File: src/drrc_pkg.sv
package drrc_pkg;
    localparam int unsigned CLK_PERIOD_NS      = 100;
    localparam int unsigned SWAP_SAMPLE_MS     = 1;
    localparam int unsigned READY_DELAY_MS     = 3;
    localparam int unsigned MIN_RESET_LOW_US   = 10;
    localparam int unsigned SWAP_HOLD_MS       = 3;
    localparam int unsigned SWAP_SAMPLE_CYC    = SWAP_SAMPLE_MS * 1000000 / CLK_PERIOD_NS;
    localparam int unsigned READY_DELAY_CYC    = READY_DELAY_MS * 1000000 / CLK_PERIOD_NS;
    localparam int unsigned MIN_RESET_LOW_CYC  = (MIN_RESET_LOW_US * 1000 + CLK_PERIOD_NS - 1)
                                                 / CLK_PERIOD_NS;
    localparam int unsigned SWAP_HOLD_CYC      = SWAP_HOLD_MS * 1000000 / CLK_PERIOD_NS;
    localparam int unsigned CNT_W              = 16;
    // Role codes: idle, host repeater, device repeater.
    typedef enum logic [1:0] {
        DRRC_ROLE_NONE   = 2'h0,
        DRRC_ROLE_HOST   = 2'h1,
        DRRC_ROLE_DEVICE = 2'h2
    } drrc_role_t;
    typedef enum logic [3:0] {
        DRRC_ST_OFF    = 4'h1,
        DRRC_ST_SAMPLE = 4'h2,
        DRRC_ST_WAIT   = 4'h4,
        DRRC_ST_READY  = 4'h8
    } drrc_state_t;
endpackage

File: src/drrc_if.sv
`timescale 1ns/1ns
`default_nettype none
interface drrc_if;
    logic active_low_reset_pin;
    logic swap_select;
    logic supplies_good;
    logic host_mode_en0;
    logic periph_mode_en0;
    logic host_mode_en1;
    logic periph_mode_en1;
    modport device (
        input  active_low_reset_pin, swap_select, supplies_good,
        input  host_mode_en0, periph_mode_en0, host_mode_en1, periph_mode_en1
    );
    modport ctrl (
        output active_low_reset_pin, swap_select, supplies_good,
        output host_mode_en0, periph_mode_en0, host_mode_en1, periph_mode_en1
    );
endinterface
`default_nettype wire

File: src/drrc_dev.sv
`timescale 1ns/1ns
`default_nettype none
module drrc_dev (
    // Clock and reset
    input  wire logic                  mclk_i,
    input  wire logic                  reset_n_i,
    // Link
    drrc_if.device                     link,
    // Status
    output logic                       power_down_o,
    output logic                       ready_o,
    output logic                       swap_latched_o,
    output logic                       port_a_src_o,
    output logic                       port_b_src_o,
    output drrc_pkg::drrc_role_t       role0_o,
    output drrc_pkg::drrc_role_t       role1_o,
    output logic [2:0]                 speeds0_o,
    output logic [2:0]                 speeds1_o
);
    import drrc_pkg::*;
    ////////////////////////////////////////////////////////////////////////////
    typedef struct packed {
        logic [1:0]         rst_sync;
        logic [1:0]         sup_sync;
        logic [1:0]         swap_sync;
        logic [1:0]         h0_sync;
        logic [1:0]         p0_sync;
        logic [1:0]         h1_sync;
        logic [1:0]         p1_sync;
        drrc_state_t        state;
        logic [CNT_W-1:0]   cnt;
        logic               swap;
        logic               pd;
        logic               ready;
        logic               a_src;
        logic               b_src;
        drrc_role_t         role0;
        drrc_role_t         role1;
    } drrc_dev_st_t;
    drrc_dev_st_t st_ff;
    drrc_dev_st_t nxt_st;
    logic         rst_pin;
    logic         sup_ok;
    ////////////////////////////////////////////////////////////////////////////
    // Host enable wins if the SoC ever raises both.
    function automatic drrc_role_t role_of(input logic host_en, input logic periph_en);
        if (host_en) begin
            return DRRC_ROLE_HOST;
        end
        if (periph_en) begin
            return DRRC_ROLE_DEVICE;
        end
        return DRRC_ROLE_NONE;
    endfunction
    ////////////////////////////////////////////////////////////////////////////
    assign rst_pin = st_ff.rst_sync[1];
    assign sup_ok  = st_ff.sup_sync[1];
    always_comb begin
        nxt_st           = st_ff;
        nxt_st.rst_sync  = {st_ff.rst_sync[0], link.active_low_reset_pin};
        nxt_st.sup_sync  = {st_ff.sup_sync[0], link.supplies_good};
        nxt_st.swap_sync = {st_ff.swap_sync[0], link.swap_select};
        nxt_st.h0_sync   = {st_ff.h0_sync[0], link.host_mode_en0};
        nxt_st.p0_sync   = {st_ff.p0_sync[0], link.periph_mode_en0};
        nxt_st.h1_sync   = {st_ff.h1_sync[0], link.host_mode_en1};
        nxt_st.p1_sync   = {st_ff.p1_sync[0], link.periph_mode_en1};
        nxt_st.pd        = 1'b0;
        // Mapping follows the latched select only.
        nxt_st.a_src     = st_ff.swap;
        nxt_st.b_src     = ~st_ff.swap;
        if (!rst_pin || !sup_ok) begin
            // Internal reset held while pin low or supplies bad.
            nxt_st.state = DRRC_ST_OFF;
            nxt_st.pd    = ~rst_pin;
            nxt_st.ready = 1'b0;
            nxt_st.role0 = DRRC_ROLE_NONE;
            nxt_st.role1 = DRRC_ROLE_NONE;
            nxt_st.cnt   = CNT_W'(SWAP_SAMPLE_CYC - 1);
        end else begin
            case (st_ff.state)
                DRRC_ST_OFF: begin
                    nxt_st.state = DRRC_ST_SAMPLE;
                end
                DRRC_ST_SAMPLE: begin
                    nxt_st.cnt = st_ff.cnt - 16'h0001;
                    if (st_ff.cnt == 16'h0000) begin
                        // Latched once, 1 ms after internal reset.
                        nxt_st.swap  = st_ff.swap_sync[1];
                        nxt_st.state = DRRC_ST_WAIT;
                        // Two sync stages, the exit from OFF, the WAIT cycle at count zero and one cycle of margin
                        // come off the ready delay, so ready lands just inside 3 ms.
                        nxt_st.cnt   = CNT_W'(READY_DELAY_CYC - SWAP_SAMPLE_CYC - 5);
                    end
                end
                DRRC_ST_WAIT: begin
                    nxt_st.cnt = st_ff.cnt - 16'h0001;
                    if (st_ff.cnt == 16'h0000) begin
                        // Ready inside 3 ms of the later event.
                        nxt_st.state = DRRC_ST_READY;
                        nxt_st.ready = 1'b1;
                    end
                end
                DRRC_ST_READY: begin
                    // Swap select ignored here; roles tracked per repeater.
                    nxt_st.role0 = role_of(st_ff.h0_sync[1], st_ff.p0_sync[1]);
                    nxt_st.role1 = role_of(st_ff.h1_sync[1], st_ff.p1_sync[1]);
                end
                default: begin
                    nxt_st.state = DRRC_ST_OFF;
                end
            endcase
        end
    end
    always_ff @(posedge mclk_i or negedge reset_n_i) begin
        if (!reset_n_i) begin
            st_ff <= '{rst_sync: 2'h0, sup_sync: 2'h0, swap_sync: 2'h0, h0_sync: 2'h0,
                       p0_sync: 2'h0, h1_sync: 2'h0, p1_sync: 2'h0, state: DRRC_ST_OFF,
                       cnt: 16'h0000, swap: 1'b0, pd: 1'b1, ready: 1'b0, a_src: 1'b0,
                       b_src: 1'b1, role0: DRRC_ROLE_NONE, role1: DRRC_ROLE_NONE};
        end else begin
            st_ff <= nxt_st;
        end
    end
    assign power_down_o   = st_ff.pd;
    assign ready_o        = st_ff.ready;
    assign swap_latched_o = st_ff.swap;
    assign port_a_src_o   = st_ff.a_src;
    assign port_b_src_o   = st_ff.b_src;
    assign role0_o        = st_ff.role0;
    assign role1_o        = st_ff.role1;
    // All three speeds enabled on each port once ready: {hs, fs, ls}.
    assign speeds0_o      = {3{st_ff.ready}};
    assign speeds1_o      = {3{st_ff.ready}};
endmodule
`default_nettype wire

File: src/flat_wrapper.sv
// flat-port wrapper written by rule: the top's interface ports become plain ports
module drrc_dev_flat import drrc_pkg::*;
  (mclk_i, reset_n_i, power_down_o, ready_o, swap_latched_o, port_a_src_o, port_b_src_o, role0_o, role1_o, speeds0_o, speeds1_o, link_active_low_reset_pin, link_swap_select, link_supplies_good, link_host_mode_en0, link_periph_mode_en0, link_host_mode_en1, link_periph_mode_en1);
  drrc_if link_i ();
  input  wire logic mclk_i;
  input  wire logic reset_n_i;
  output logic power_down_o;
  output logic ready_o;
  output logic swap_latched_o;
  output logic port_a_src_o;
  output logic port_b_src_o;
  output drrc_pkg::drrc_role_t role0_o;
  output drrc_pkg::drrc_role_t role1_o;
  output logic [2:0] speeds0_o;
  output logic [2:0] speeds1_o;
  input wire logic [$bits(link_i.active_low_reset_pin)-1:0] link_active_low_reset_pin;
  input wire logic [$bits(link_i.swap_select)-1:0] link_swap_select;
  input wire logic [$bits(link_i.supplies_good)-1:0] link_supplies_good;
  input wire logic [$bits(link_i.host_mode_en0)-1:0] link_host_mode_en0;
  input wire logic [$bits(link_i.periph_mode_en0)-1:0] link_periph_mode_en0;
  input wire logic [$bits(link_i.host_mode_en1)-1:0] link_host_mode_en1;
  input wire logic [$bits(link_i.periph_mode_en1)-1:0] link_periph_mode_en1;
  assign link_i.active_low_reset_pin = link_active_low_reset_pin;
  assign link_i.swap_select = link_swap_select;
  assign link_i.supplies_good = link_supplies_good;
  assign link_i.host_mode_en0 = link_host_mode_en0;
  assign link_i.periph_mode_en0 = link_periph_mode_en0;
  assign link_i.host_mode_en1 = link_host_mode_en1;
  assign link_i.periph_mode_en1 = link_periph_mode_en1;
  drrc_dev u_core (.mclk_i(mclk_i), .reset_n_i(reset_n_i), .link(link_i), .power_down_o(power_down_o), .ready_o(ready_o), .swap_latched_o(swap_latched_o), .port_a_src_o(port_a_src_o), .port_b_src_o(port_b_src_o), .role0_o(role0_o), .role1_o(role1_o), .speeds0_o(speeds0_o), .speeds1_o(speeds1_o));
endmodule
File: config.mk
export PLATFORM = sky130hd
export DESIGN_NAME = drrc_dev_flat
export DESIGN_NICKNAME = d
export VERILOG_FILES = /design/src/drrc_pkg.sv /design/src/drrc_if.sv /design/src/drrc_dev.sv /design/src/flat_wrapper.sv
export SDC_FILE = /design/constraint.sdc
export NUM_CORES = 1
export LEC_CHECK = 0
export ABC_AREA = 1
export BUFFER_PORTS_ARGS = -buffer_cell sky130_fd_sc_hd__buf_2
export CORE_ASPECT_RATIO = 1.4
export CORE_MARGIN = 1
export CORE_UTILIZATION = 45
export DETAILED_ROUTE_END_ITERATION = 10
export GPL_TIMING_DRIVEN = 0
export REMOVE_ABC_BUFFERS = 1
export SYNTH_ARGS = -nofsm -noshare
export SYNTH_HDL_FRONTEND = slang
export SYNTH_SLANG_ARGS = --single-unit
File: constraint.sdc
create_clock -name mclk_i -period 3.5 [get_ports mclk_i]
set_clock_uncertainty 0.2 [all_clocks]
set_input_delay 0.7 -clock mclk_i [delete_from_list [all_inputs] [get_ports mclk_i]]
set_output_delay 0.7 -clock mclk_i [all_outputs]
set_load 0.02 [all_outputs]
* Yosys cells after proc, flatten, opt, wreduce, memory -nomap -nowiden
Index checks and enable logic that the tools add are counted.
Widths: inputs -> output; s select.
** Cells by class
- $add $sub $neg :: 1
- Multipliers :: 0
- Div/mod/pow operators :: 0
- Magnitude comparators :: 0
- Equality and inequality tests :: 7
- Shifts and indexed selects :: 0
- Mux-type cells :: 33
- Bitwise operators :: 3
- Reductions and logical operators :: 11
** Operators by type and width (count)
- $pmux 16 s2 :: 1
- $mux 21 :: 1
- $mux 20 :: 1
- $mux 1 :: 18
- $logic_not 16->1 :: 1
- $mux 2 :: 8
- $pmux 4 s4 :: 1
- $sub 16x1->16 const B :: 1
- $mux 4 :: 3
- $ne 3x1->1 const B :: 2
- $reduce_and 3->1 :: 2
- $reduce_bool 2->1 :: 3
- $eq 4x1->1 const B :: 1
- $eq 4x2->1 const B :: 1
- $eq 4x3->1 const B :: 1
- $eq 4x4->1 const B :: 1
- $not 1->1 :: 3
- $reduce_bool 3->1 :: 1
- $logic_not 1->1 :: 2
- $ne 2x1->1 const B :: 1
- $reduce_and 2->1 :: 1
- $logic_or 1x1->1 :: 1
** Storage, ports and cells
- Bits in registers :: 43
- Bits in latches :: 0
- Bits in writable memories :: 0
- Memory bits (read-only) :: 0
- Output and inout port bits :: 15
- Word-level logic and storage cells :: 71
- Memories kept :: 0

* Depth between registers and ports, before layout
Gate-level depths: netlist (run 1).
- Word-level depth :: 10
- Gate-level depth with buffers :: 10

* Worst setup path after synthesis (run 1)
No wires, ideal clock.
- Path type :: register to output
- Start :: reg u_core.st_ff, in the netlist u_core.ready_o
- End :: out speeds0_o[0]
- Arrival :: 0.721 ns
- Required time :: 2.600 ns
- Path slack :: 1.879 ns
- Cell stages (with the launch flop) :: 2
- Buffers on the path :: 1
- Path through :: dfrtp_1 -> buf_4
** RTL lines
- start: declaration :: RTL line drrc_dev.sv:40 : drrc_dev_st_t st_ff;
- start signal: assignment :: RTL line drrc_dev.sv:116 : st_ff <= '{rst_sync: 2'h0, sup_sync: 2'h0, swap_sync: 2'h0, h0_sync: 2'h0,
- start signal: assignment :: RTL line drrc_dev.sv:121 : st_ff <= nxt_st;
- end: declaration :: RTL line flat_wrapper.sv:14 : output logic [2:0] speeds0_o;
No word-level cell between the ends.

* Worst setup path after layout (run 1)
- Start :: reg u_core.st_ff, in the netlist u_core.power_down_o
- End :: out power_down_o
** RTL lines
- end: declaration :: RTL line flat_wrapper.sv:7 : output logic power_down_o;
No word-level cell between the ends.

==> results of run 1 <==
==> layout make-up <==
cell class / count / area, um2 / area share [%]
Tap cell: 62 / 77.6 / 3.37
Multi-Input combinational cell: 162 / 833 / 36.2
Clock buffer: 5 / 68.8 / 2.99
Clock inverter: 3 / 23.8 / 1.03
Sequential cell: 43 / 1080 / 46.9
Timing Repair Buffer: 23 / 115 / 4.99
Inverter: 28 / 106 / 4.61
==> report_power, final <==
group | switching (uW) | internal, uW
clock | 180 | 143
sequential | 4.57 | 508
combinational | 27.8 | 9.71
==> stage by stage <==
step	util, %	instances	hold WS, ns
finish	51.2	326	0.149
global route	51.2	326	0.161
CTS	51.2	326	0.154
detailed placement	49.2	318	0.135
global placement	49.2	318	0.132
floorplan	-	233	0.131
==> cells by family after synthesis <==
family                     share of synthesized area [%]
DFF                                                 51.3
xor gates and xnor gates                           0.832
buffers and inverters                               9.15
AOI/OAI and AO/OA                                   4.81
adders and majority gates                           1.19
and+or+nand+nor                                     32.7
==> synthesized netlist by cell type (all sizes together) <==
cell    count
a21o        1
a21oi       4
buf        11
clkinv      1
dfrtp      40
dfstp       3
ha          2
inv        27
nand2      70
nand3      24
nand3b      3
nand4       1
nor2       39
nor3        3
o211ai      1
o21a        1
o21ai      11
xnor2       1
xor2        1
==> layer usage <==
metal	track usage, %	vias to the layer above
li1	-	795
met5	0	-
met3	3.27	6
met4	7.61	0
met1	21.7	704
met2	28.8	22
==> state kept, by name, indices dropped and copies added, names as in the netlist <==
name,cells
u_core.st_ff,26
u_core.port_b_src_o,1
u_core.nxt_st,7
u_core.rst_pin,1
u_core.ready_o,1
u_core.swap_latched_o,1
u_core.role1_o,2
u_core.port_a_src_o,1
u_core.power_down_o,1
u_core.role0_o,2
==> worst min-delay path by stage <==
stage / from / to / slack (ns)
3_5_place_dp: u_core.nxt_st[42]$_DFF_PN0_ / u_core.rst_pin$_DFF_PN0_ / 0.13
2_1_floorplan: u_core.nxt_st[42]$_DFF_PN0_ / u_core.rst_pin$_DFF_PN0_ / 0.13
4_1_cts: u_core.nxt_st[42]$_DFF_PN0_ / u_core.rst_pin$_DFF_PN0_ / 0.15
6_report: u_core.nxt_st[32]$_DFF_PN0_ / u_core.st_ff[32]$_DFF_PN0_ / 0.15
3_3_place_gp: u_core.nxt_st[36]$_DFF_PN0_ / u_core.st_ff[36]$_DFF_PN0_ / 0.13
5_1_grt: u_core.nxt_st[40]$_DFF_PN0_ / u_core.st_ff[40]$_DFF_PN0_ / 0.16
==> summary.md, run 1 <==
| Metric | Value |
|---|---|
| # Post-CTS Setup Buffers | `0` |
| ANT cells | `0` |
| R2R Setup Slk | `1.81 ns` |
| Critical path capture point | `power_down_o` |
| First-pass GRT wire length | `6560 um` |
| Largest net degree at the start of global routing | `44` |
| DR vias/cell | `4.68` |
| CP Cell Sequence | `buf_2` |
| Vias in the first global route | `1,474` |
| Die ar. | `4960 um2` |
| Crit path DAT | `0.96 ns` |
| Clk slew on worst S/H paths | `0.09 ns` |
| 1st-iter DRT viols | `41` |
| Worst slew margin | `39.3%` |
| Hold buffer count at cts | `0` |
| Max incr delay on CP | `0.52 ns` |
| Hpwl dp | `2770 um` |
| R2r startpoint | `u_core.st_ff[9]$_DFFE_PN0P_` |
| M1 WL | `1550 um` |
| Crit. End Element | `primary output` |
| Maxcap violations | `0` |
| Drt total wl | `3630 um` |
| CTS H-tree depth | `2` |
| Row Count | `29` |
| Core Region | `4500 um2` |
| CP Max Fanout | `1` |
| VDD IR-drop max | `0.182 mV` |
| Sink Count | `43` |
| Initial Util | `46.8%` |
| Total CTS buffers | `5` |
| Most frequent cells in the layout | `nand2_1, dfrtp_1, nor2_1` |
| CP startpoint kind | `flop` |
| Max Slew Vio Count | `0` |
| Drt pass-1 iters | `4` |
| Final Cell Area | `2300 um2` |
| GPL Wtd Cong | `0.893` |
| Outcome | `completed` |
| Leak | `0.00114 uW` |
| Yosys top cell area share | `47.5%` |
| Post-Route Setup TNS | `0 ns` |
| Synth unique cells | `30` |
| Delay-heaviest family, CP | `flip-flops` |
| Crit path depth | `1` |
| DR top layer | `met4` |
| Mapped Avg Cell Area | `8.63 um2` |
| Routed length per instance | `11.1 um` |
| CTS Root Cell | `clkbuf_8` |
| Met2 WL | `1920 um` |
| Final Cycle Share | `53.2%` |
| Total gr overflow | `0` |
| Die W | `59.8 um` |
| Placed inst area | `2210 um2` |
| CP Buf/Inv Count | `1` |
| Worst min path class | `reg -> reg` |
| CP Class | `reg -> out` |
| Port bufs | `23` |
| Yosys warnings | `0` |
| FMAX | `537 MHz` |
| Synthesized flop and latch total | `43` |
| RSZ-0062 raised after global routing | `false` |
| # IOs | `24` |
| Register area share after synthesis | `51.3%` |
| Critical Path Start | `u_core.power_down_o$_DFF_PN1_` |
| Nets | `274` |
| Cells on worst reg2reg path | `9` |
| Post-Syn Area | `2110 um2` |
| Area contributors post-synth | `dfrtp_1, nand2_1, nor2_1` |
| Worst Setup Slack post-DPL | `1.76 ns` |
| Post-cts sizing count | `0` |
| # DRC | `0` |
| Cells after Synth | `244` |
| Area Overhead vs Synth | `9.45%` |
| Via count | `1,527` |
| Setup-failing EPs final | `0` |
| Commonest non-fill, non-tap cell in the layout | `nand2_1` |
| Final min period | `1.86 ns` |
| CTS tree | `built` |
| Chip height | `82.9 um` |
| Final ANT Viol Nets | `0` |
| Gr usage total | `17.5%` |
| Pwr Density | `379 nW/um2` |
| Worst skew pair latency | `0.30 ns` |
| R2r endpoint | `u_core.st_ff[16]$_DFFE_PN0P_` |
| Worst Tran Pin Value | `0.910 ns` |
| Hold Path Cell Cnt | `0` |
| Area leader, netlist | `dfrtp_1` |
| Setup ws final | `1.64 ns` |
| Fill cells | `464` |
| Longest Clk Path Bufs | `2` |
| Endpoints failing hold | `0` |
| Total design power | `873 uW` |
| Fraction of layout cells with a size suffix above 1 | `26.1%` |
| Antenna violations before repair | `0` |
| Critical Path RT | `2.60 ns` |
| Metal3 WL | `91 um` |
| Slowest cell on crit path | `dfstp_2` |
Power figures use the tool's default switching activity.
==> run 2, diff against run 1 <==
==> constraint.sdc (replaced) <==
create_clock -name mclk_i -period 1.8 [get_ports mclk_i]
set_clock_uncertainty 0.2 [all_clocks]
set_input_delay 0.36 -clock mclk_i [delete_from_list [all_inputs] [get_ports mclk_i]]
set_output_delay 0.36 -clock mclk_i [all_outputs]
set_load 0.02 [all_outputs]
==> summary.md, run 2 (synthesis results as in run 1) <==
| Metric | Value |
|---|---|
| Placed instance count | `318 (unchanged)` |
| Delay-heaviest family, CP | `simple AND/OR/NAND/NOR gates (was flip-flops)` |
| Max Slew Vio Count | `0 (unchanged)` |
| CP startpoint kind | `flop (unchanged)` |
| Area of the multi-input gates | `841 um2 (was 833 um2)` |
| Antenna violations before repair | `0 (unchanged)` |
| Total CTS buffers | `5 (unchanged)` |
| Sink Count | `43 (unchanged)` |
| Post-Route Setup TNS | `0 ns (unchanged)` |
| Vias in the first global route | `1,512 (was 1,474)` |
| Gr usage total | `17.9% (was 17.5%)` |
| Worst Tran Pin Value | `0.910 ns (about the same)` |
| Pwr Density | `719 nW/um2 (was 379 nW/um2)` |
| Largest register FFs | `26 (unchanged)` |
| Port bufs | `23 (unchanged)` |
| Drt total wl | `3740 um (was 3630 um)` |
| Critical Path RT | `1.80 ns (was 2.60 ns)` |
| CP Cell Sequence | `inv_2 -> ha_2 -> nand2_1 -> nor2_4 -> nand3_4 -> nand2_2 -> nand2_2 -> nand2_1 -> nor2_1 (was buf_2)` |
| P_sw | `418 uW (was 212 uW)` |
| Largest net degree at the start of global routing | `44 (unchanged)` |
| Clk slew on worst S/H paths | `0.09 ns (about the same)` |
| Critical Path Start | `u_core.st_ff[9]$_DFFE_PN0P_ (was u_core.power_down_o$_DFF_PN1_)` |
| # IOs | `24 (unchanged)` |
| Die W | `59.8 um (unchanged)` |
| ANT cells | `0 (unchanged)` |
| Endpoints failing hold | `32 (was 0)` |
| RSZ-0062 raised after global routing | `false (unchanged)` |
| Drt pass-1 iters | `4 (unchanged)` |
| CTS tree | `built (unchanged)` |
| Failing checks | `negative hold slack` |
| Critical path capture point | `u_core.st_ff[16]$_DFFE_PN0P_ (was power_down_o)` |
| Placed inst area | `2210 um2 (unchanged)` |
| First-pass GRT wire length | `6710 um (was 6560 um)` |
| GPL Wtd Cong | `0.893 (unchanged)` |
| CP Max Fanout | `7 (was 1)` |
| Hpwl dp | `2770 um (unchanged)` |
| Final ANT Viol Nets | `0 (unchanged)` |
| Register area | `1080 um2 (unchanged)` |
| Die ar. | `4960 um2 (unchanged)` |
| Initial Util | `46.8% (unchanged)` |
| Max incr delay on CP | `0.39 ns (was 0.52 ns)` |
| Flop pwr share | `58.2% (was 58.8%)` |
| CTS Root Cell | `clkbuf_8 (unchanged)` |
| R2r endpoint | `u_core.st_ff[16]$_DFFE_PN0P_ (unchanged)` |
| Slowest cell on crit path | `dfrtp_1 (was dfstp_2)` |
| Non-Filler Instances | `333 (was 326)` |
| DR vias/cell | `4.68 (about the same)` |
| Routed length per instance | `11.2 um (was 11.1 um)` |
| Nets | `281 (was 274)` |
| VDD IR-drop max | `0.357 mV (was 0.182 mV)` |
| Total gr overflow | `0 (unchanged)` |
| Maxcap violations | `0 (unchanged)` |
| P_int | `1290 uW (was 661 uW)` |
| Switching share of power | `24.4% (was 24.3%)` |
| Worst skew pair latency | `0.30 ns (about the same)` |
| Final Cell Area | `2380 um2 (was 2300 um2)` |
| Biggest register | `u_core.st_ff (unchanged)` |
| Crit. End Element | `flop (was primary output)` |
| R2R Setup Slk | `0.15 ns (was 1.81 ns)` |
| Fill cells | `464 (unchanged)` |
| Crit path depth | `9 (was 1)` |
| 1st-iter DRT viols | `37 (was 41)` |
| Final min period | `1.65 ns` |
| FMAX | `606 MHz` |
| CP Buf/Inv Count | `1 (unchanged)` |
| Fraction of layout cells with a size suffix above 1 | `26.6% (was 26.1%)` |
| R2r startpoint | `u_core.st_ff[9]$_DFFE_PN0P_ (unchanged)` |
| Core Region | `4500 um2 (unchanged)` |
| Combinational share of power | `5.0% (was 4.3%)` |
| Chip height | `82.9 um (unchanged)` |
| Power share of the clock group | `36.8% (was 36.9%)` |
| Outcome | `finished, violations left (was completed)` |
| # Post-CTS Setup Buffers | `0 (unchanged)` |
| Crit path DAT | `1.65 ns (was 0.96 ns)` |
| # DRC | `0 (unchanged)` |
| Row Count | `29 (unchanged)` |
| Area Overhead vs Synth | `13.2% (was 9.45%)` |
| CP Class | `reg -> reg (was reg -> out)` |
| Longest Clk Path Bufs | `2 (unchanged)` |
| Final Cycle Share | `91.6%` |
| Worst slew margin | `39.3% (about the same)` |
| Leak | `0.00116 uW (was 0.00114 uW)` |
| Cells on worst reg2reg path | `9 (unchanged)` |
| Worst min path class | `in -> async (was reg -> reg)` |
| CTS H-tree depth | `2 (unchanged)` |
| Via count | `1,559 (was 1,527)` |
| Most frequent cells in the layout | `nand2_1, dfrtp_1, nor2_1 (unchanged)` |
| Worst hold slack | `-0.0117 ns (was 0.149 ns)` |
| Setup-failing EPs final | `0 (unchanged)` |
| Commonest non-fill, non-tap cell in the layout | `nand2_1 (unchanged)` |
[run 2: cell types whose count changed in the layout (fill, tap and decap cells not counted)]
| cell | change |
|---|---|
| dlygate4sd3_1 | +7 |
| inv_1 | -2 |
| inv_2 | +2 |
| clkinv_2 | -1 |
| ha_1 | -1 |
| ha_2 | +1 |
| inv_4 | +1 |
| nor2_2 | -1 |
| nor2_4 | +1 |
[run 2: area by class of cell]
type / count / share of cell area (%)
clock buffer: 5 / 2.89
clock inverter: 3 / 0.997
tap: 62 / 3.25
timing repair buffer: 30 / 7.77
sequential: 43 / 45.3
multi-input combinational: 162 / 35.3
inverter: 28 / 4.51
[run 2: power groups by stage]
stage                     sequential (uW)  combinational, uW  clock, uW
after floorplan                      1020               36.4          0
after global placement               1020               76.1          0
after detailed placement             1020               77.2          0
after CTS                             998               88.8        649
after global routing                 1000               98.6        688
final                                 998               85.2        630
[run 2: per-stage QoR]
step | setup WS (ns) | power, uW | utilization, %
finish | 0.151 | 1710 | 53.0
global route | 0.0108 | 1790 | 53.0
detailed placement | 0.0954 | 1090 | 49.2
global placement | 0.105 | 1090 | 49.2
floorplan | 0.104 | 1050 | -
CTS | 0.0848 | 1740 | 52.8
[run 2: how the worst min path moves through the flow]
stage                                           start                      endpoint  slack, ns  cells past startpoint
final                                       reset_n_i  u_core.st_ff[22]$_DFFE_PN0P_      -0.01                      1
after global placement    u_core.nxt_st[36]$_DFF_PN0_    u_core.st_ff[36]$_DFF_PN0_       0.13                      0
after CTS                                   reset_n_i  u_core.st_ff[14]$_DFFE_PN0P_       0.03                      1
after detailed placement  u_core.nxt_st[42]$_DFF_PN0_      u_core.rst_pin$_DFF_PN0_       0.13                      0
after floorplan                             reset_n_i   u_core.nxt_st[30]$_DFF_PN0_      -0.14                      0
after global routing                        reset_n_i  u_core.st_ff[18]$_DFFE_PN0P_       0.06                      1
[run 2: what timing repair did]
action	4_1_cts	5_1_grt
endpoints found under the setup margin	0	9
hold buffers	7	0
resized for setup	0	5
endpoints found under the hold margin	7	0
[run 2: metal layers]
metal	global-route usage (%)	vias to the layer above	routed length, um
li1	-	808	-
met5	0	-	0
met1	22.0	723	1580
met2	29.7	22	1990
met3	3.27	6	97
met4	7.61	0	74
==> run 3, diff against run 2 <==
--- a/config.mk
+++ b/config.mk
@@ -6,7 +6,7 @@
 export NUM_CORES = 1
 export LEC_CHECK = 0
 export ABC_AREA = 1
-export BUFFER_PORTS_ARGS = -buffer_cell sky130_fd_sc_hd__buf_2
+export BUFFER_PORTS_ARGS = -buffer_cell sky130_fd_sc_hd__clkbuf_2
 export CORE_ASPECT_RATIO = 1.4
 export CORE_MARGIN = 1
 export CORE_UTILIZATION = 45
==> constraint.sdc (replaced) <==
create_clock -name mclk_i -period 2.05 [get_ports mclk_i]
set_clock_uncertainty 0.2 [all_clocks]
set_input_delay 0.41 -clock mclk_i [delete_from_list [all_inputs] [get_ports mclk_i]]
set_output_delay 0.41 -clock mclk_i [all_outputs]
set_load 0.02 [all_outputs]
==> summary.md, run 3 (synthesis results as in run 1) <==
| Metric | Value |
|---|---|
| Worst hold start | `link_host_mode_en1` |
| Worst Tran Pin Value | `1.01 ns (was 0.910 ns)` |
| Hpwl dp | `2800 um (was 2770 um)` |
| Final min period | `1.72 ns (was 1.65 ns)` |
| CTS H-tree depth | `2 (unchanged)` |
| CP startpoint kind | `flop (unchanged)` |
| Clk slew on worst S/H paths | `0.08 ns (was 0.09 ns)` |
| VDD IR-drop max | `0.363 mV (was 0.357 mV)` |
| Biggest register | `u_core.st_ff (unchanged)` |
| RSZ-0062 raised after global routing | `false (unchanged)` |
| CP Buf/Inv Count | `2 (was 1)` |
| Flop pwr share | `54.6% (was 58.2%)` |
| Worst slew margin | `32.6% (was 39.3%)` |
| Hold Path End | `u_core.nxt_st[32]$_DFF_PN0_` |
| Metal3 WL | `123 um (was 97 um)` |
| Max Slew Vio Count | `0 (unchanged)` |
| Nets | `278 (was 281)` |
| Largest register FFs | `26 (unchanged)` |
| # IOs | `24 (unchanged)` |
| Die W | `59.8 um (unchanged)` |
| P_sw | `353 uW (was 418 uW)` |
| M1 WL | `1630 um (was 1580 um)` |
| Row Count | `29 (unchanged)` |
| Initial Util | `46.8% (unchanged)` |
| Maxcap violations | `0 (unchanged)` |
| Delay-heaviest family, CP | `simple AND/OR/NAND/NOR gates (unchanged)` |
| Post-Route Setup TNS | `0 ns (unchanged)` |
| Sink Count | `43 (unchanged)` |
| # DRC | `0 (unchanged)` |
| Vias in the first global route | `1,503 (was 1,512)` |
| DR top layer | `met4 (unchanged)` |
| Most frequent cells in the layout | `nand2_1, dfrtp_1, nor2_1 (unchanged)` |
| CP Max Fanout | `7 (unchanged)` |
| Endpoints failing hold | `0 (was 32)` |
| Final Cycle Share | `84.0% (was 91.6%)` |
| CTS Root Cell | `clkbuf_8 (unchanged)` |
| Worst skew pair latency | `0.30 ns (about the same)` |
| Hold Path Cell Cnt | `1` |
| Utilization after layout | `52.6% (was 53.0%)` |
| Total design power | `1600 uW (was 1710 uW)` |
| Setup-failing EPs final | `0 (unchanged)` |
| Commonest non-fill, non-tap cell in the layout | `nand2_1 (unchanged)` |
| Total gr overflow | `0 (unchanged)` |
| Crit. End Element | `flop (unchanged)` |
| Max incr delay on CP | `0.39 ns (about the same)` |
| Area of the multi-input gates | `833 um2 (was 841 um2)` |
| Die ar. | `4960 um2 (unchanged)` |
| Via count | `1,552 (was 1,559)` |
| Total CTS buffers | `5 (unchanged)` |
| Routed length per instance | `11.5 um (was 11.2 um)` |
| Worst min path class | `in -> reg (was in -> async)` |
| CTS tree | `built (unchanged)` |
| Fraction of layout cells with a size suffix above 1 | `25.7% (was 26.6%)` |
| Leak | `0.00117 uW (was 0.00116 uW)` |
| Register area | `1080 um2 (unchanged)` |
| R2r startpoint | `u_core.st_ff[9]$_DFFE_PN0P_ (unchanged)` |
| Longest Clk Path Bufs | `2 (unchanged)` |
| Met2 WL | `1970 um (was 1990 um)` |
| Pwr Density | `679 nW/um2 (was 719 nW/um2)` |
| Fill cells | `478 (was 464)` |
| ANT cells | `0 (unchanged)` |
| Chip height | `82.9 um (unchanged)` |
| Gr usage total | `17.9% (about the same)` |
| Switching share of power | `22.0% (was 24.4%)` |
| First-pass GRT wire length | `6660 um (was 6710 um)` |
| Crit path DAT | `1.72 ns (was 1.65 ns)` |
| Slowest cell on crit path | `dfrtp_1 (unchanged)` |
| Combinational share of power | `4.4% (was 5.0%)` |
| Core Region | `4500 um2 (unchanged)` |
| DR vias/cell | `4.70 (was 4.68)` |
| 1st-iter DRT viols | `41 (was 37)` |
| GPL Wtd Cong | `0.900 (was 0.893)` |
| Worst path most repeated cell | `nand2_2` |
| Final ANT Viol Nets | `0 (unchanged)` |
| FMAX | `581 MHz (was 606 MHz)` |
| CP Cell Sequence | `inv_1 -> ha_1 -> nand2_1 -> nor2_4 -> nand3_4 -> nand2_2 -> nand2_2 -> inv_2 -> nor2_1 (was inv_2 -> ha_2 -> nand2_1 -> nor2_4 -> nand3_4 -> nand2_2 -> nand2_2 -> nand2_1 -> nor2_1)` |
| CP Class | `reg -> reg (unchanged)` |
| Cells on worst reg2reg path | `9 (unchanged)` |
| # Post-CTS Setup Buffers | `0 (unchanged)` |
| R2R Setup Slk | `0.33 ns (was 0.15 ns)` |
| Antenna violations before repair | `0 (unchanged)` |
| Drt total wl | `3810 um (was 3740 um)` |
| Outcome | `completed (was finished, violations left)` |
| R2r endpoint | `u_core.st_ff[14]$_DFFE_PN0P_ (was u_core.st_ff[16]$_DFFE_PN0P_)` |
| Port bufs | `23 (unchanged)` |
| P_int | `1250 uW (was 1290 uW)` |
| Power share of the clock group | `41.0% (was 36.8%)` |
| Area Overhead vs Synth | `12.3% (was 13.2%)` |
| Critical Path RT | `2.05 ns (was 1.80 ns)` |
| Drt pass-1 iters | `4 (unchanged)` |
| Largest net degree at the start of global routing | `44 (unchanged)` |
-- run 3: cell types whose count changed in the layout (fill, tap and decap cells not counted), sizes merged --
cell / previous run / this run
buf: 23 / 0
bufinv: 0 / 1
clkbuf: 5 / 28
clkinv: 0 / 3
clkinvlp: 2 / 0
dlygate4sd3: 7 / 4
inv: 29 / 27
-- run 3: metal layers --
metal	global-route usage [%]	up-vias
met4	8.03	0
met2	29.0	27
met1	21.9	720
met3	4.36	6
met5	0	-
li1	-	799
-- run 3: worst max path at each step --
| stage | from | to | slack, ns | cells after the start |
|---|---|---|---|---|
| 6_report | u_core.st_ff[9]$_DFFE_PN0P_ | u_core.st_ff[14]$_DFFE_PN0P_ | 0.33 | 9 |
| 5_1_grt | u_core.st_ff[9]$_DFFE_PN0P_ | u_core.st_ff[26]$_DFFE_PN0P_ | 0.22 | 9 |
| 4_1_cts | u_core.st_ff[9]$_DFFE_PN0P_ | u_core.st_ff[14]$_DFFE_PN0P_ | 0.33 | 9 |
| 3_5_place_dp | u_core.st_ff[9]$_DFFE_PN0P_ | u_core.st_ff[14]$_DFFE_PN0P_ | 0.34 | 9 |
| 3_3_place_gp | u_core.st_ff[9]$_DFFE_PN0P_ | u_core.st_ff[16]$_DFFE_PN0P_ | 0.35 | 9 |
| 2_1_floorplan | u_core.ready_o$_DFFE_PN0P_ | ready_o | 0.30 | 0 |
-- run 3: cell type report --
type | instances | share of cell area (%)
Clock buffer | 5 | 2.91
Clock inverter | 3 | 1.85
Inverter | 28 | 4.50
Multi-Input combinational cell | 162 | 35.2
Sequential cell | 43 | 45.7
Tap cell | 62 | 3.28
Timing Repair Buffer | 27 | 6.56
-- run 3: power groups by stage --
stage / Combinational (uW) / Clock [uW] / Sequential [uW]
4_1_cts: 67.5 / 681 / 877
5_1_grt: 80.8 / 716 / 879
3_3_place_gp: 66.8 / 0 / 893
3_5_place_dp: 67.3 / 0 / 893
2_1_floorplan: 32.0 / 0 / 893
6_report: 70.8 / 658 / 876
-- run 3: worst reg2reg max path, stage by stage, from the launching register on --
cell and delay (ns):
dfrtp_1 0.39, inv_1 0.13, ha_1 0.20, nand2_1 0.10
nor2_4 0.15, nand3_4 0.14, nand2_2 0.11, nand2_2 0.09
inv_2 0.07, nor2_1 0.04
-- run 3: stage by stage --
stage | setup WS (ns) | std cells | hold slack [ns] | cell area, um2
2_1_floorplan | 0.304 | 233 | -0.0856 | 2020
3_3_place_gp | 0.354 | 318 | 0.133 | 2210
3_5_place_dp | 0.338 | 318 | 0.135 | 2210
4_1_cts | 0.327 | 326 | 0.00483 | 2320
5_1_grt | 0.218 | 330 | 0.000322 | 2360
6_report | 0.328 | 330 | 0.0137 | 2360
-- run 3: timing repair --
action / CTS / global route
hold buffers: 0 / 4
hold endpoints to repair: 0 / 4
setup endpoints to repair: 0 / 0
resized for setup: 0 / 0
